--- config.mk ---
export PLATFORM = sky130hd
export DESIGN_NAME = pit_top
export DESIGN_NICKNAME = d
export VERILOG_FILES = /design/src/common/pit_pkg.sv /design/src/rtl/pit_channel.sv /design/src/rtl/pit_top.sv
export SDC_FILE = /design/constraint.sdc
export NUM_CORES = 1
export LEC_CHECK = 0
export BUFFER_PORTS_ARGS = -buffer_cell sky130_fd_sc_hd__clkbuf_2
export CORE_UTILIZATION = 57
export CTS_CLUSTER_SIZE = 14
export DETAILED_ROUTE_END_ITERATION = 8
export MAX_ROUTING_LAYER = met4
export PLACE_DENSITY_LB_ADDON = 0.3
export SYNTH_ARGS = -nofsm -noshare
export SYNTH_HDL_FRONTEND = slang
export SYNTH_SLANG_ARGS = --single-unit
--- constraint.sdc ---
create_clock -name clk -period 11 [get_ports clk]
set_input_delay 2.75 -clock clk [delete_from_list [all_inputs] [get_ports clk]]
set_output_delay 2.75 -clock clk [all_outputs]
set_load 0.005 [all_outputs]
--- src/common/pit_pkg.sv ---
// Shared constants for the preset interval timer unit
package pit_pkg;

   // ----------------------------------------
   // Clock and tick base
   // ----------------------------------------
   localparam int CLK_PERIOD_NS = 50;
   localparam longint CENTI_TICK_NS = 64'h0000_0000_0098_9680;
   localparam int CENTI_TICK_CYCLES = int'(CENTI_TICK_NS / CLK_PERIOD_NS);
   localparam int TICK_CNT_W = 18;
   localparam logic [3:0] CENTI_PER_DECI_LAST = 4'h9;

   // ----------------------------------------
   // Register bus geometry
   // ----------------------------------------
   localparam int ADDR_W = 8;
   localparam int DATA_W = 16;
   localparam int NUM_TIMERS = 4;
   localparam int NUM_SLOTS = 6;

   // ----------------------------------------
   // Offsets
   // ----------------------------------------
   localparam logic [7:0] CUR_BASE = 8'h00;
   localparam logic [7:0] PRESET_BASE = 8'h10;
   localparam logic [7:0] PRESET_SEL_ADDR = 8'h20;
   localparam logic [7:0] STATUS_ADDR = 8'h21;
   localparam logic [7:0] TICK_CTRL_ADDR = 8'h22;

   // ----------------------------------------
   // Slot numbers of the four timers
   // ----------------------------------------
   localparam logic [2:0] SLOT_DECI_HOLD = 3'h0;
   localparam logic [2:0] SLOT_CENTI_HOLD = 3'h1;
   localparam logic [2:0] SLOT_DECI_ACC = 3'h2;
   localparam logic [2:0] SLOT_CENTI_ACC = 3'h4;

   // ----------------------------------------
   // Limits and reset values, packed BCD
   // ----------------------------------------
   localparam logic [31:0] HOLD_MAX = 32'h0000_9999;
   localparam logic [31:0] ACC_MAX = 32'h9999_9999;
   localparam logic [31:0] CONST_PRESET_DEFAULT = 32'h0000_0030;
   localparam logic [15:0] PRESET_WORD_RST = 16'h0000;
   localparam logic [3:0] PRESET_SEL_RST = 4'h0;
   localparam logic TICK_RUN_RST = 1'b1;

endpackage

--- src/rtl/pit_channel.sv ---
// One preset-compare timer channel with BCD count and saturation
`timescale 1ns/10ps
module pit_channel
#(
   parameter logic [31:0] MAX_VALUE = 32'h0000_9999
)
(
   input wire logic clk,
   input wire logic rst,
   input wire logic tick,
   input wire logic run,
   input wire logic clear,
   input wire logic [31:0] preset,
   output logic [31:0] value,
   output logic status
);
   import pit_pkg::*;

   logic [31:0] next_value;

   // ----------------------------------------
   // Packed BCD increment over eight digits
   // ----------------------------------------
   function automatic logic [31:0] bcd_inc(input logic [31:0] v);
      logic [31:0] r;
      logic carry;
      r = v;
      carry = 1'b1;
      for (int d = 0; d < 8; d++)
      begin
         if (carry)
         begin
            if (v[d*4 +: 4] == 4'h9)
            begin
               r[d*4 +: 4] = 4'h0;
            end
            else
            begin
               r[d*4 +: 4] = v[d*4 +: 4] + 4'h1;
               carry = 1'b0;
            end
         end
      end
      return r;
   endfunction

   // ----------------------------------------
   // Count
   // ----------------------------------------
   always_comb
   begin
      next_value = value;
      if (clear)
      begin
         next_value = 32'h0000_0000;
      end
      else if (run && tick && value != MAX_VALUE)
      begin
         next_value = bcd_inc(value);
      end
      // Stays put at the ceiling until cleared
   end

   always_ff @(posedge clk or posedge rst)
   begin
      if (rst)
      begin
         value <= 32'h0000_0000;
      end
      else
      begin
         value <= next_value;
      end
   end

   // ----------------------------------------
   // Status: packed BCD orders like binary
   // ----------------------------------------
   always_ff @(posedge clk or posedge rst)
   begin
      if (rst)
      begin
         status <= 1'b0;
      end
      else
      begin
         status <= !clear && (next_value >= preset);
      end
   end

endmodule

--- src/rtl/pit_top.sv ---
// Preset interval timer unit: tick base, four timers and register port
// Functional notes
// - Hold timer counts each tick while input on
// - Hold input dropping clears value and status
// - Decisecond hold timer tops at 999.9 s
// - Centisecond hold timer tops at 99.99 s
// - Status set when value reaches preset
// - Accumulating timer freezes while enable off
// - Re-enable resumes from frozen value
// - Reset input clears accumulated value
// - Held cleared while reset stays on
// - Decisecond accumulator tops at 9999999.9 s
// - Centisecond accumulator tops at 999999.99 s
// - Accumulator holds eight digits in two slots
// - Current value read at its slot word
// - Preset from constant or writable word
`timescale 1ns/10ps
module pit_top
#(
   parameter int CENTI_CYCLES = pit_pkg::CENTI_TICK_CYCLES,
   parameter logic [31:0] CONST_PRESET_0 = pit_pkg::CONST_PRESET_DEFAULT,
   parameter logic [31:0] CONST_PRESET_1 = pit_pkg::CONST_PRESET_DEFAULT,
   parameter logic [31:0] CONST_PRESET_2 = pit_pkg::CONST_PRESET_DEFAULT,
   parameter logic [31:0] CONST_PRESET_3 = pit_pkg::CONST_PRESET_DEFAULT
)
(
   input wire logic clk,
   input wire logic rst,
   input wire logic [pit_pkg::ADDR_W-1:0] addr,
   input wire logic [pit_pkg::DATA_W-1:0] wdata,
   input wire logic wr,
   input wire logic rd,
   output logic [pit_pkg::DATA_W-1:0] rdata,
   input wire logic [1:0] hold_in,
   input wire logic [1:0] acc_enable,
   input wire logic [1:0] acc_reset,
   output logic [pit_pkg::NUM_TIMERS-1:0] timer_status,
   output logic centi_tick,
   output logic deci_tick
);
   import pit_pkg::*;

   localparam logic [TICK_CNT_W-1:0] CENTI_LAST = TICK_CNT_W'(CENTI_CYCLES - 1);

   logic [TICK_CNT_W-1:0] centi_cnt;
   logic [3:0] deci_cnt;
   logic tick_run;
   logic [15:0] preset_word [NUM_SLOTS];
   logic [3:0] preset_sel;
   logic [31:0] cur_value [NUM_TIMERS];
   logic [31:0] word_preset [NUM_TIMERS];
   logic [31:0] preset_use [NUM_TIMERS];
   logic [31:0] const_preset [NUM_TIMERS];
   logic [NUM_TIMERS-1:0] t_tick;
   logic [NUM_TIMERS-1:0] t_run;
   logic [NUM_TIMERS-1:0] t_clear;
   logic [DATA_W-1:0] next_rdata;

   // ----------------------------------------
   // Address decode helpers
   // ----------------------------------------
   function automatic logic in_window(input logic [7:0] a, input logic [7:0] base);
      return (a >= base) && (a < base + 8'(NUM_SLOTS));
   endfunction

   function automatic logic [2:0] slot_of(input logic [7:0] a, input logic [7:0] base);
      logic [7:0] off;
      off = a - base;
      return off[2:0];
   endfunction

   // ----------------------------------------
   // Tick base
   // ----------------------------------------
   // Counting halts while tick_run is low, which lets software freeze
   // every timer at once; the dividers restart on a clean boundary.
   always_ff @(posedge clk or posedge rst)
   begin
      if (rst)
      begin
         centi_cnt <= '0;
         centi_tick <= 1'b0;
      end
      else if (!tick_run)
      begin
         centi_cnt <= '0;
         centi_tick <= 1'b0;
      end
      else if (centi_cnt == CENTI_LAST)
      begin
         centi_cnt <= '0;
         centi_tick <= 1'b1;
      end
      else
      begin
         centi_cnt <= centi_cnt + 1'b1;
         centi_tick <= 1'b0;
      end
   end

   // Deci tick follows every tenth centi tick one clock later, so both bases stay in step
   always_ff @(posedge clk or posedge rst)
   begin
      if (rst)
      begin
         deci_cnt <= 4'h0;
         deci_tick <= 1'b0;
      end
      else if (!tick_run)
      begin
         deci_cnt <= 4'h0;
         deci_tick <= 1'b0;
      end
      else if (centi_tick)
      begin
         deci_tick <= (deci_cnt == CENTI_PER_DECI_LAST);
         deci_cnt <= (deci_cnt == CENTI_PER_DECI_LAST) ? 4'h0 : deci_cnt + 4'h1;
      end
      else
      begin
         deci_tick <= 1'b0;
      end
   end

   // ----------------------------------------
   // Writable registers
   // ----------------------------------------
   // Writes to read-only or unmapped words are dropped without a trace
   always_ff @(posedge clk or posedge rst)
   begin
      if (rst)
      begin
         for (int i = 0; i < NUM_SLOTS; i++)
         begin
            preset_word[i] <= PRESET_WORD_RST;
         end
      end
      else if (wr && in_window(addr, PRESET_BASE))
      begin
         preset_word[slot_of(addr, PRESET_BASE)] <= wdata;
      end
   end

   always_ff @(posedge clk or posedge rst)
   begin
      if (rst)
      begin
         preset_sel <= PRESET_SEL_RST;
      end
      else if (wr && addr == PRESET_SEL_ADDR)
      begin
         preset_sel <= wdata[3:0];
      end
   end

   always_ff @(posedge clk or posedge rst)
   begin
      if (rst)
      begin
         tick_run <= TICK_RUN_RST;
      end
      // Resets high so the timers run without any setup
      else if (wr && addr == TICK_CTRL_ADDR)
      begin
         tick_run <= wdata[0];
      end
   end

   // ----------------------------------------
   // Preset sources
   // ----------------------------------------
   // Fixed presets come from parameters, one per timer
   always_comb
   begin
      const_preset[0] = CONST_PRESET_0;
      const_preset[1] = CONST_PRESET_1;
      const_preset[2] = CONST_PRESET_2;
      const_preset[3] = CONST_PRESET_3;
   end

   // Accumulators take two adjacent words, low digits first. A new
   // preset applies at once, so software should stop an accumulator
   // before it rewrites both halves of its preset.
   always_comb
   begin
      word_preset[0] = {16'h0000, preset_word[SLOT_DECI_HOLD]};
      word_preset[1] = {16'h0000, preset_word[SLOT_CENTI_HOLD]};
      word_preset[2] = {preset_word[SLOT_DECI_ACC + 3'h1], preset_word[SLOT_DECI_ACC]};
      word_preset[3] = {preset_word[SLOT_CENTI_ACC + 3'h1], preset_word[SLOT_CENTI_ACC]};
      for (int i = 0; i < NUM_TIMERS; i++)
      begin
         preset_use[i] = preset_sel[i] ? word_preset[i] : const_preset[i];
      end
   end

   // ----------------------------------------
   // Timer controls
   // ----------------------------------------
   // Deciseconds drive timers 0 and 2, centiseconds timers 1 and 3
   always_comb
   begin
      t_tick[0] = deci_tick;
      t_tick[1] = centi_tick;
      t_tick[2] = deci_tick;
      t_tick[3] = centi_tick;
   end

   // Program logic shares this clock, so its inputs need no synchroniser.
   // A hold input both runs its timer and, once low, clears it; on an
   // accumulator, reset wins over enable so a held timer stays at zero.
   always_comb
   begin
      t_run[0] = hold_in[0];
      t_run[1] = hold_in[1];
      t_clear[0] = !hold_in[0];
      t_clear[1] = !hold_in[1];
      t_run[2] = acc_enable[0] && !acc_reset[0];
      t_run[3] = acc_enable[1] && !acc_reset[1];
      t_clear[2] = acc_reset[0];
      t_clear[3] = acc_reset[1];
   end

   // ----------------------------------------
   // Timer channels
   // ----------------------------------------
   generate
      for (genvar g = 0; g < NUM_TIMERS; g++)
      begin : g_timer
         pit_channel
         #(
            .MAX_VALUE((g < 2) ? HOLD_MAX : ACC_MAX)
         )
         u_channel
         (
            .clk(clk),
            .rst(rst),
            .tick(t_tick[g]),
            .run(t_run[g]),
            .clear(t_clear[g]),
            .preset(preset_use[g]),
            .value(cur_value[g]),
            .status(timer_status[g])
         );
      end
   endgenerate

   // ----------------------------------------
   // Read port
   // ----------------------------------------
   // Each current value sits at the word whose index is its slot number;
   // an accumulator's high digits follow in the next word
   function automatic logic [15:0] value_word(input logic [2:0] slot);
      logic [15:0] w;
      case (slot)
         3'h0: w = cur_value[0][15:0];
         3'h1: w = cur_value[1][15:0];
         3'h2: w = cur_value[2][15:0];
         3'h3: w = cur_value[2][31:16];
         3'h4: w = cur_value[3][15:0];
         3'h5: w = cur_value[3][31:16];
         default: w = 16'h0000;
      endcase
      return w;
   endfunction

   // Unmapped words read as zero, so software may probe the map safely
   always_comb
   begin
      next_rdata = 16'h0000;
      if (in_window(addr, CUR_BASE))
      begin
         next_rdata = value_word(slot_of(addr, CUR_BASE));
      end
      else if (in_window(addr, PRESET_BASE))
      begin
         next_rdata = preset_word[slot_of(addr, PRESET_BASE)];
      end
      else if (addr == PRESET_SEL_ADDR)
      begin
         next_rdata = {12'h000, preset_sel};
      end
      else if (addr == STATUS_ADDR)
      begin
         next_rdata = {12'h000, timer_status};
      end
      else if (addr == TICK_CTRL_ADDR)
      begin
         next_rdata = {15'h0000, tick_run};
      end
   end

   // Data stands only in the cycle after the strobe, zero otherwise
   always_ff @(posedge clk or posedge rst)
   begin
      if (rst)
      begin
         rdata <= 16'h0000;
      end
      else
      begin
         rdata <= rd ? next_rdata : 16'h0000;
      end
   end

endmodule

Word-level counts from Yosys, hierarchy flattened
Index checks and enable logic that the tools add are counted.

Add/subtract/negate cells: 35. Multiply operators: 0. Divide/modulo/power cells: 0. Magnitude comparators: 10. Equality and inequality tests: 47. Shifts and indexed selects: 0. Mux-type cells: 202. Bitwise operators: 1. Reduce and logical (&&, ||, !) cells: 23.

Operators with widths (count): 32-bit two-way mux (10); 4-bit two-way mux (65); 4-bit by 1-bit adder with 4-bit output, second input constant (33); 4-bit equality test, second input constant (33); 16-bit two-way mux (8); 1-bit two-way mux (113); 96-bit bitwise mux (1); 16-bit one-hot mux with 6 select lines (1); 32-bit by 16-bit greater-or-equal comparator with 1-bit output (2); 32-bit greater-or-equal comparator (2); 32-bit by 16-bit != test with 1-bit output, second input constant (2); 32-bit != test, second input constant (2); 16-bit binary-select mux with 3-bit select (1); 16-bit demux with 3-bit select (1); 18-bit two-way mux (2); 8-bit by 6-bit equality test with 1-bit output, second input constant (3); 1-bit logical AND (20); 18-bit by 1-bit adder with 18-bit output, second input constant (1); 18-bit equality test, second input constant (1); 8-bit by 1-bit greater-or-equal comparator with 1-bit output, second input constant (1); 8-bit by 5-bit greater-or-equal comparator with 1-bit output, second input constant (1); 8-bit by 3-bit less-than comparator with 1-bit output, second input constant (1); 8-bit by 5-bit less-than comparator with 1-bit output, second input constant (1); 3-bit by 2-bit equality test with 1-bit output, second input constant (2); other kinds (9) (11).

Register bits: 273. Bits in latches: 0. Bits in writable memories: 0. Memory bits (read-only): 0. Input bits: 34. Output and inout bits: 22. Logic and storage cells: 339. Memories kept: 0.

Logic depth before layout (Yosys ltp)
Gate-level depths: netlist of run 1.

Depth in word-level cells: 29. Mapped depth: 21. Mapped depth without buffers: 19.

Cells and area by module
From an unflattened synthesis of run 1, not the netlist that was laid out.

Cells, all modules: 1982. Area total of the unflattened synthesis: 18945.7 um^2.

By module, submodules not included: pit_top (instances 1, cells each 707, area an instance 7958.9 um^2, seq. area each 3529.6 um^2); pit_channel (g_timer[0].u_channel) (instances 1, cells each 331, area an instance 2866.5 um^2, seq. area each 825.8 um^2); pit_channel (g_timer[2].u_channel) (instances 1, cells each 315, area an instance 2731.4 um^2, seq. area each 825.8 um^2); pit_channel (g_timer[3].u_channel) (instances 1, cells each 313, area an instance 2700.1 um^2, seq. area each 825.8 um^2); pit_channel (g_timer[1].u_channel) (instances 1, cells each 316, area an instance 2688.8 um^2, seq. area each 825.8 um^2).

Worst setup path before layout of run 1
OpenSTA, ideal clock, no wires.

Kind: input -> register. From: in acc_reset[1]. To: reg g_timer[3].u_channel.status. Setup time: 0.065 ns. Data arrival time: 5.500 ns. Data required time: 10.935 ns. Slack: 5.436 ns. Stages on the path: 13. Buffers on the path: 0. Cell sequence: and3b_1 -> nand4_1 -> a31oi_2 -> nand2_2 -> nor3_4 -> nand4_1 -> xor2_1 -> nor2_1 -> ha_1 -> nand4_1 -> or4_1 -> nor4_1 -> a211o_1.

Cells in the longest elaborated chain, start to end: 8.

RTL lines: start, declared (RTL line pit_top.sv:36) `input wire logic [1:0] acc_reset,`; 1-bit logical NOT (RTL line pit_top.sv:218) `t_run[3] = acc_enable[1] && !acc_reset[1];`; 1-bit logical AND (RTL line pit_top.sv:218); 1-bit logical AND (2 in a row) (RTL line pit_channel.sv:57) `else if (run && tick && value != MAX_VALUE)`; 32-bit two-way mux (RTL line pit_channel.sv:57); 32-bit two-way mux (*) (RTL line pit_channel.sv:53) `if (clear)`; named net g_timer[3].u_channel.next_value[31] (RTL line pit_channel.sv:19) `logic [31:0] next_value;`; 32-bit greater-or-equal comparator (*) (RTL line pit_channel.sv:87) `status <= !clear && (next_value >= preset);`; 1-bit logical AND (*) (RTL line pit_channel.sv:87); end signal, assigned (RTL line pit_channel.sv:87); end, declared (RTL line pit_channel.sv:15) `output logic status`.

The timed path passes the listed nets; every way through them passes the cells marked *. A chain may end at the register's enable or synchronous reset.

Worst setup path after layout of run 1
Same ends and word-level chain as after synthesis.

==> results of run 1 <==
==> flip-flops by register name, summed over array words and instances, names as in the netlist <==
name and count:
preset_sel 4, centi_cnt 18, deci_tick 1, centi_tick 1, preset_word 96, rdata 16, tick_run 1, deci_cnt 4
g_timer.u_channel.value 128, g_timer.u_channel.status 4
==> cell usage after synthesis (21+ instances only) <==
| master | instances |
|---|---|
| dfrtp_1 | 272 |
| and2_1 | 23 |
| nor3_1 | 52 |
| a22oi_1 | 21 |
| nand4_1 | 30 |
| xnor2_1 | 23 |
| clkbuf_1 | 49 |
| a21oi_1 | 121 |
| o21ai_0 | 84 |
| mux2_2 | 112 |
| nand3_1 | 42 |
| xor2_1 | 28 |
| nand2_1 | 186 |
| ha_1 | 147 |
| inv_1 | 55 |
| nor2_1 | 198 |
| nor2b_1 | 26 |
| a21o_1 | 30 |
| mux2i_1 | 51 |
==> power by group <==
group	switching, uW	total (uW)	internal [uW]
clock network	418	1090	670
registers	18.9	1040	1020
logic	82.2	120	38.0
==> routing by layer <==
layer	share of wire, %	track usage, %	vias to the layer above
li1	-	-	6575
met2	46	50.4	589
met3	8.0	4.43	115
met4	3.8	11.5	0
met5	0	-	-
met1	42	43.6	7020
==> cell families (layout without fill, tap and decap cells) <==
family	count (synthesis)	count (layout)	share of synthesized area, %
buffers and inverters	141	176	3.51
XOR/XNOR	51	51	2.54
flip-flops	273	273	38.8
multiplexers	182	182	12.5
AO/OA/AOI/OAI	337	337	11.8
AND/OR/NAND/NOR	702	702	20.3
adder cells (fa/ha/maj)	147	147	10.5
==> through the flow <==
step / utilization, % / std cells / total power, uW / hold slack (ns) / area, um2
after CTS: 63.6 / 2258 / 2260 / 0.529 / 19100
after floorplan: - / 1833 / 1130 / 0.476 / 17600
final: 63.6 / 2258 / 2250 / 0.532 / 19100
after global placement: 60.1 / 2203 / 1170 / 0.512 / 18000
after detailed placement: 60.1 / 2203 / 1170 / 0.521 / 18000
after global routing: 63.6 / 2258 / 2310 / 0.554 / 19100
==> cell type report <==
class / count / area, um2
Inverter: 57 / 221
Timing Repair Buffer: 64 / 358
Multi-Input combinational cell: 1419 / 10100
Fill cell: 2446 / 10900
Tap cell: 390 / 488
Clock inverter: 13 / 194
Sequential cell: 273 / 6830
Clock buffer: 42 / 877
==> worst register-to-register path: cells and delay by family (launching register included) <==
family | cells | cell delay, ns
and+or+nand+nor | 7 | 1.78
DFF | 1 | 0.56
adders and majority gates | 2 | 0.55
AOI/OAI and AO/OA | 7 | 1.56
==> path summary, 6_finish.rpt <==
check,from,endpoint,depth (start not counted)
min,centi_cnt[0],centi_cnt[0],1
max,acc_reset[1],g_timer[3].u_channel.status,14
min reg2reg,centi_cnt[0],centi_cnt[0],1
max in group asynchronous,rst,preset_word[13],3
max reg2reg,g_timer[0].u_channel.value[0],g_timer[0].u_channel.status,16
min in group asynchronous,rst,centi_cnt[14],2
==> flow_summary.ini, run 1 <==
[status]
status = finished clean

[pwr]
irDropWorstVdd_v = 0.000129
power_density_nw_per_um2 = 118
leakagePower_uw = 0.00872

[yosys]
ys_ff_latch = 273
synth_flop_cell = dfrtp_1
syn_area_um2 = 17600
ys_seq_area_share_pct = 38.8
synth_top_cell_area_share_pct = 38.7
synthTopCellsByArea = dfrtp_1, ha_1, mux2_2
async_flop_share_pct = 100
avgSynthCellArea_um2 = 9.60
synth-edff-count = 0
yosysWarnings = 0
synthDistinctLibCells = 85
syn_inst = 1833
syn-num-nets = 2014
yosysTopAreaCell = dfrtp_1

[timing]
fmax_mhz = 166
rsz0062_at_grt = no
fin_ws_ns = 4.99
period_share_pct = 54.6
hold_violations = 0
setup_viol = 0
min_period_ns = 6.01
tns_ns = 0
skew_ns = 0.0110
drv_slew = 0
worstMarginPinSlew_ns = 1.29
relSlewSlack_pct = 13.3

[floorplan]
fp.coreArea_um2 = 30000
start_util_pct = 58.6
pin_count = 56
die_w_um = 178
fp.dieH_um = 178
dieArea_um2 = 31600
rows = 63

[clocking]
cts_tree = yes
path_clk_slew_ns = 0.06
cts_root_buf = clkbuf_16
cts_buffers = 30
htreeDepth = 1
clockBufferDepth = 3
holdBufCountCts = 0
insertion_delay_ns = 0.56
cts_setup_buffers = 0
ctsResizeCount = 0
cts_sinks = 273

[route]
vias_per_cell = 6.33
drc = 0
drt_iter0_drc = 1556
ant_nets = 0
num_vias = 14300
dr.pass1.iters = 6
routed_wl_um = 48600
wl_per_cell_um = 21.5

[global_route]
grt_overflow = 0
grt_max_degree = 180
grt_antenna_before_repair = 0
first_global_vias = 13700
grt_pass1_wl_um = 76800
grtUsageTotal_pct = 32.5

[placement]
gp_congestion = 0.970
place_ws_ns = 4.44
dp_hpwl_um = 35400
numPortBuffers = 55

[critical_path]
slowest_stage = or4_1
timing.critical_path.arrival_ns = 6.52
cp-start-kind = input port
cp_max_fo = 33
cp.required_ns = 11.51
critPathBufInv = 1
path_cells = clkbuf_2 > and3b_1 > nand4_1 > a31oi_2 > nand2_2 > nor3_4 > nand4_1 > xor2_1 > nor2_1 > ha_1 > nand4_1 > or4_1 > nor4_1 > a211o_1
worst-setup-path-type = in -> reg
cpPeakStageDelay_ns = 0.49
crit_top_cell = nand4_1
r2r_setup_slack_ns = 6.42
critical_path.top_delay_family = simple AND/OR/NAND/NOR gates
worstSetupEndpointType = flop

[job]
cap_viol_max_count = 0

[final_layout]
final_common_cell = dfrtp_1
layout_common_cells = dfrtp_1, nor2_1, nand2_1
n_antenna_cell = 0
layout-drive-gt1-share_pct = 14.9
nets = 2026
area_growth_pct = 8.65

[hold_path]
hold_path_class = reg -> reg
Note: power is estimated with default switching activity, not from simulation.
==> inputs of run 2 (changes only) <==
==> constraint.sdc (replaced) <==
create_clock -name clk -period 5.8 [get_ports clk]
set_input_delay 1.45 -clock clk [delete_from_list [all_inputs] [get_ports clk]]
set_output_delay 1.45 -clock clk [all_outputs]
set_load 0.005 [all_outputs]
==> flow_summary.ini, run 2 (same netlist as run 1, synthesis figures left out) <==
[pwr]
power_density_nw_per_um2 = 226
leakagePower_uw = 0.00878
irDropWorstVdd_v = 0.000235
power_uw = 4340

[clocking]
htreeDepth = 1
cts_sinks = 273
cts_buffers = 30
cts_setup_buffers = 0
insertion_delay_ns = 0.57
clockBufferDepth = 3
cts_tree = yes
cts_root_buf = clkbuf_16
path_clk_slew_ns = 0.06
holdBufCountCts = 0
ctsResizeCount = 0

[global_route]
grt_pass1_wl_um = 77500
grtUsageTotal_pct = 32.9
grt_antenna_before_repair = 2
grt_max_degree = 187
grt_overflow = 0
first_global_vias = 14000

[floorplan]
pin_count = 56
start_util_pct = 58.6
dieArea_um2 = 31600
fp.coreArea_um2 = 30000
die_w_um = 178
fp.dieH_um = 178
rows = 63

[route]
dr.pass1.iters = 6
drt_iter0_drc = 1331
ant_nets = 0
routed_wl_um = 49500
vias_per_cell = 6.33
num_vias = 14400
wl_per_cell_um = 21.8
drc = 0

[status]
status = finished clean

[critical_path]
cpPeakStageDelay_ns = 0.53
cp_max_fo = 7
cp.required_ns = 6.24
path_cells = ha_1 > and3b_1 > nand4_4 > nor3_1 > nand2b_1 > a21oi_1 > nand2b_1 > ha_1 > nand2b_1 > a21o_1 > a21oi_1 > o211a_1 > a21oi_1 > o41ai_1 > nand4b_1 > o41a_1
cp-start-kind = flop
slowest_stage = dfrtp_1
worstSetupEndpointType = flop
worst-setup-path-type = reg -> reg
timing.critical_path.arrival_ns = 5.02

[final_layout]
layout_common_cells = dfrtp_1, nor2_1, nand2_1
regMostFlops = g_timer.u_channel.value
area_growth_pct = 9.32
layout-drive-gt1-share_pct = 15.4
final_util_pct = 64.0
largest_reg_flops = 128
final_common_cell = dfrtp_1
top_regs = g_timer.u_channel.value (128), preset_word (96), centi_cnt (18)
nets = 2036

[timing]
hold_violations = 0
relSlewSlack_pct = 30.1
period_share_pct = 79.0
tns_ns = 0
min_period_ns = 4.58
rsz0062_at_grt = no
setup_viol = 0
drv_slew = 0
skew_ns = 0.0194
worstMarginPinSlew_ns = 1.05
fmax_mhz = 218

[hold_path]
hold_path_class = reg -> reg

[job]
cap_viol_max_count = 0

[placement]
dp_hpwl_um = 36100
gp_congestion = 0.987
numPortBuffers = 55
-- run 2: changes by cell type in the layout (fill, tap and decap cells not counted), moves of 2 or more --
cell	previous run	this run
buf_4	9	19
clkbuf_1	5	3
clkbuf_8	6	8
diode_2	0	2
-- run 2: metrics by stage --
step	area (um2)	setup slack (ns)	cells	hold slack, ns
2_1_floorplan	17600	0.741	1833	0.476
3_3_place_gp	18100	1.12	2213	0.493
3_5_place_dp	18100	1.04	2213	0.496
4_1_cts	19200	1.34	2268	0.509
5_1_grt	19200	1.03	2270	0.515
6_report	19200	1.22	2270	0.508
-- run 2: worst paths after layout --
kind | from | end | depth (start not counted) | slack (ns)
max in group asynchronous | rst | rdata[7] | 3 | 3.56
min in group asynchronous | rst | centi_cnt[15] | 2 | 0.88
setup reg to reg | g_timer[0].u_channel.value[4] | g_timer[0].u_channel.status | 16 | 1.22
hold / removal | preset_sel[2] | preset_sel[2] | 1 | 0.51
setup / recovery | g_timer[0].u_channel.value[4] | g_timer[0].u_channel.status | 16 | 1.22
hold reg to reg | preset_sel[2] | preset_sel[2] | 1 | 0.51
-- run 2: power by group --
group          switching (uW)  internal (uW)  leakage (uW)
logic                     158           75.3       0.00443
registers                36.3           1930       0.00380
clock network             803           1340      0.000555
-- run 2: critical path: cells and delay by family (launching register included) --
family | cells | cell delay (ns)
flip-flops | 1 | 0.53
AND/OR/NAND/NOR | 7 | 1.84
adder cells (fa/ha/maj) | 2 | 0.54
AO/OA/AOI/OAI | 7 | 1.54
-- run 2: layer usage --
metal	track usage, %	vias to the layer above	wire (um)	share of wire [%]
met1	42.7	7051	20700	42
met2	52.3	582	23000	46
met5	-	-	0	0
met3	5.31	129	3890	7.8
met4	11.1	0	1910	3.9
li1	-	6608	-	-
-- run 2: area by class of cell --
class / count / area [um2]
Multi-Input combinational cell: 1419 / 10100
Tap cell: 390 / 488
Clock buffer: 42 / 897
Antenna cell: 2 / 5.00
Inverter: 57 / 218
Sequential cell: 273 / 6830
Timing Repair Buffer: 74 / 433
Clock inverter: 13 / 215
Fill cell: 2387 / 10800
==> inputs of run 3 (changes only) <==
==> constraint.sdc (replaced) <==
create_clock -name clk -period 4.2 [get_ports clk]
set_input_delay 1.05 -clock clk [delete_from_list [all_inputs] [get_ports clk]]
set_output_delay 1.05 -clock clk [all_outputs]
set_load 0.005 [all_outputs]
==> flow_summary.ini, run 3 (same netlist as run 1, synthesis figures left out) <==
[clocking]
cts_sinks = 273
holdBufCountCts = 0
clockBufferDepth = 3
cts_tree = yes
htreeDepth = 1
insertion_delay_ns = 0.58
cts_buffers = 31
cts_root_buf = clkbuf_16
path_clk_slew_ns = 0.06

[route]
routed_wl_um = 49900
wl_met3_um = 4090
top_layer = met4
wl_met1_um = 21200
wl_met2_um = 22700
drc = 0
wl_per_cell_um = 21.5
ant_nets = 0
drt_iter0_drc = 1388
dr.pass1.iters = 5
vias_per_cell = 6.32
num_vias = 14700

[timing]
rsz0062_at_grt = yes
hold_violations = 0
drv_slew = 0
period_share_pct = 94.5
skew_ns = 0.0162
worstMarginPinSlew_ns = 0.881
min_period_ns = 3.97
fmax_mhz = 252
relSlewSlack_pct = 41.1
tns_ns = 0
setup_viol = 0

[placement]
dp_hpwl_um = 37300
placed_cell_area_um2 = 18500
dp_cells = 2258
gp_congestion = 0.969
numPortBuffers = 55

[pwr]
irDropWorstVdd_v = 0.000352
power_frac_comb_pct = 5.8
power_density_nw_per_um2 = 294
p_int_uw = 4360
clkPwrFrac_pct = 46.8
leakagePower_uw = 0.00897
power_uw = 5740
seq_power_share_pct = 47.5
sw_frac_of_total_pct = 24.1
p_switching_uw = 1380

[final_layout]
area_growth_pct = 11.0
layout_common_cells = dfrtp_1, nor2_1, nand2_1
stdcell_count = 2318
multi_input_area_um2 = 10200
regMostFlops = g_timer.u_channel.value
fin_area_um2 = 19500
regArea_um2 = 6840
nets = 2084
largest_reg_flops = 128
final_common_cell = dfrtp_1
top_regs = g_timer.u_channel.value (128), preset_word (96), centi_cnt (18)
layout-drive-gt1-share_pct = 17.9
nFillCells = 2387
final_util_pct = 65.0

[critical_path]
path_cells = inv_1 > ha_1 > and3b_1 > nand4_4 > nor3_2 > nand2b_4 > a21oi_1 > nand2b_1 > ha_1 > nand2b_1 > a21o_1 > a21oi_1 > o211a_1 > a21oi_1 > o41ai_2 > buf_4 > nand4b_1 > o41a_1
worst-setup-path-type = reg -> reg
r2r_cells = 18
timing.critical_path.arrival_ns = 4.42
crit_top_cell = a21oi_1
r2r-end = g_timer[0].u_channel.status
r2r_setup_slack_ns = 0.23
worstSetupEndpointType = flop
cp_max_fo = 6
slowest_stage = dfrtp_1
timing.rr.start = g_timer[0].u_channel.value[9]
cpPeakStageDelay_ns = 0.45
cp-start-kind = flop
cp.required_ns = 4.65

[floorplan]
fp.coreArea_um2 = 30000
start_util_pct = 58.6
fp.dieH_um = 178
die_w_um = 178
dieArea_um2 = 31600
rows = 63
pin_count = 56

[hold_path]
hold_end = centi_cnt[0]
hold_depth = 1
hp-start = centi_cnt[0]
hold_path_class = reg -> reg

[global_route]
grt_overflow = 0
grtUsageTotal_pct = 33.4
grt_pass1_wl_um = 78600
grt_max_degree = 103
grt_antenna_before_repair = 0
first_global_vias = 14200

[status]
status = finished clean

[job]
cap_viol_max_count = 0
## run 3: layout make-up
type,instances,share of cell area [%]
clock buffers,49,4.78
repair buffers,121,4.09
diodes,1,0.0128
multi-input cells,1419,52.1
well taps,390,2.50
clock inverters,8,0.372
inverters,57,1.11
flip-flops and latches,273,35.0
## run 3: per-stage QoR
| stage | setup slack [ns] | hold WS [ns] |
|---|---|---|
| final | 0.232 | 0.515 |
| after CTS | 0.0980 | 0.520 |
| after global placement | 0.122 | 0.508 |
| after detailed placement | 0.0472 | 0.511 |
| after floorplan | -0.459 | 0.476 |
| after global routing | -0.0118 | 0.541 |
## run 3: power by group through the flow
stage / combinational (uW) / sequential (uW) / clock (uW)
global placement: 320 / 2770 / 0
finish: 331 / 2730 / 2680
floorplan: 216 / 2740 / 0
CTS: 328 / 2720 / 2710
detailed placement: 326 / 2770 / 0
global route: 359 / 2730 / 2820
## run 3: layer usage
metal  track usage [%]  vias to the layer above
li1                  -                     6734
met3              5.91                      130
met1              45.1                     7191
met5                 -                        -
met2              50.7                      596
met4              11.1                        0
## run 3: worst max-delay path: cells and delay by family, from the launching register on
family	cells	cell delay, ns
and+or+nand+nor	7	1.23
buffers and inverters	2	0.28
DFF	1	0.45
AOI/OAI and AO/OA	7	1.41
adders and majority gates	2	0.48
## run 3: how the worst max path moves through the flow
stage | from | endpoint | slack (ns) | cells after the start
4_1_cts | g_timer[0].u_channel.value[9] | g_timer[0].u_channel.status | 0.1 | 18
6_report | g_timer[0].u_channel.value[9] | g_timer[0].u_channel.status | 0.23 | 18
2_1_floorplan | rst | centi_cnt[0] | -0.46 | 1
3_5_place_dp | hold_in[0] | g_timer[0].u_channel.status | 0.05 | 13
5_1_grt | g_timer[1].u_channel.value[13] | g_timer[1].u_channel.status | -0.01 | 18
3_3_place_gp | hold_in[0] | g_timer[0].u_channel.status | 0.12 | 14
## run 3: timing repair
item,in CTS,in global routing
endpoints found under the hold margin,0,0
setup buffers,0,2
endpoints found under the setup margin,0,4
resized for setup,0,12
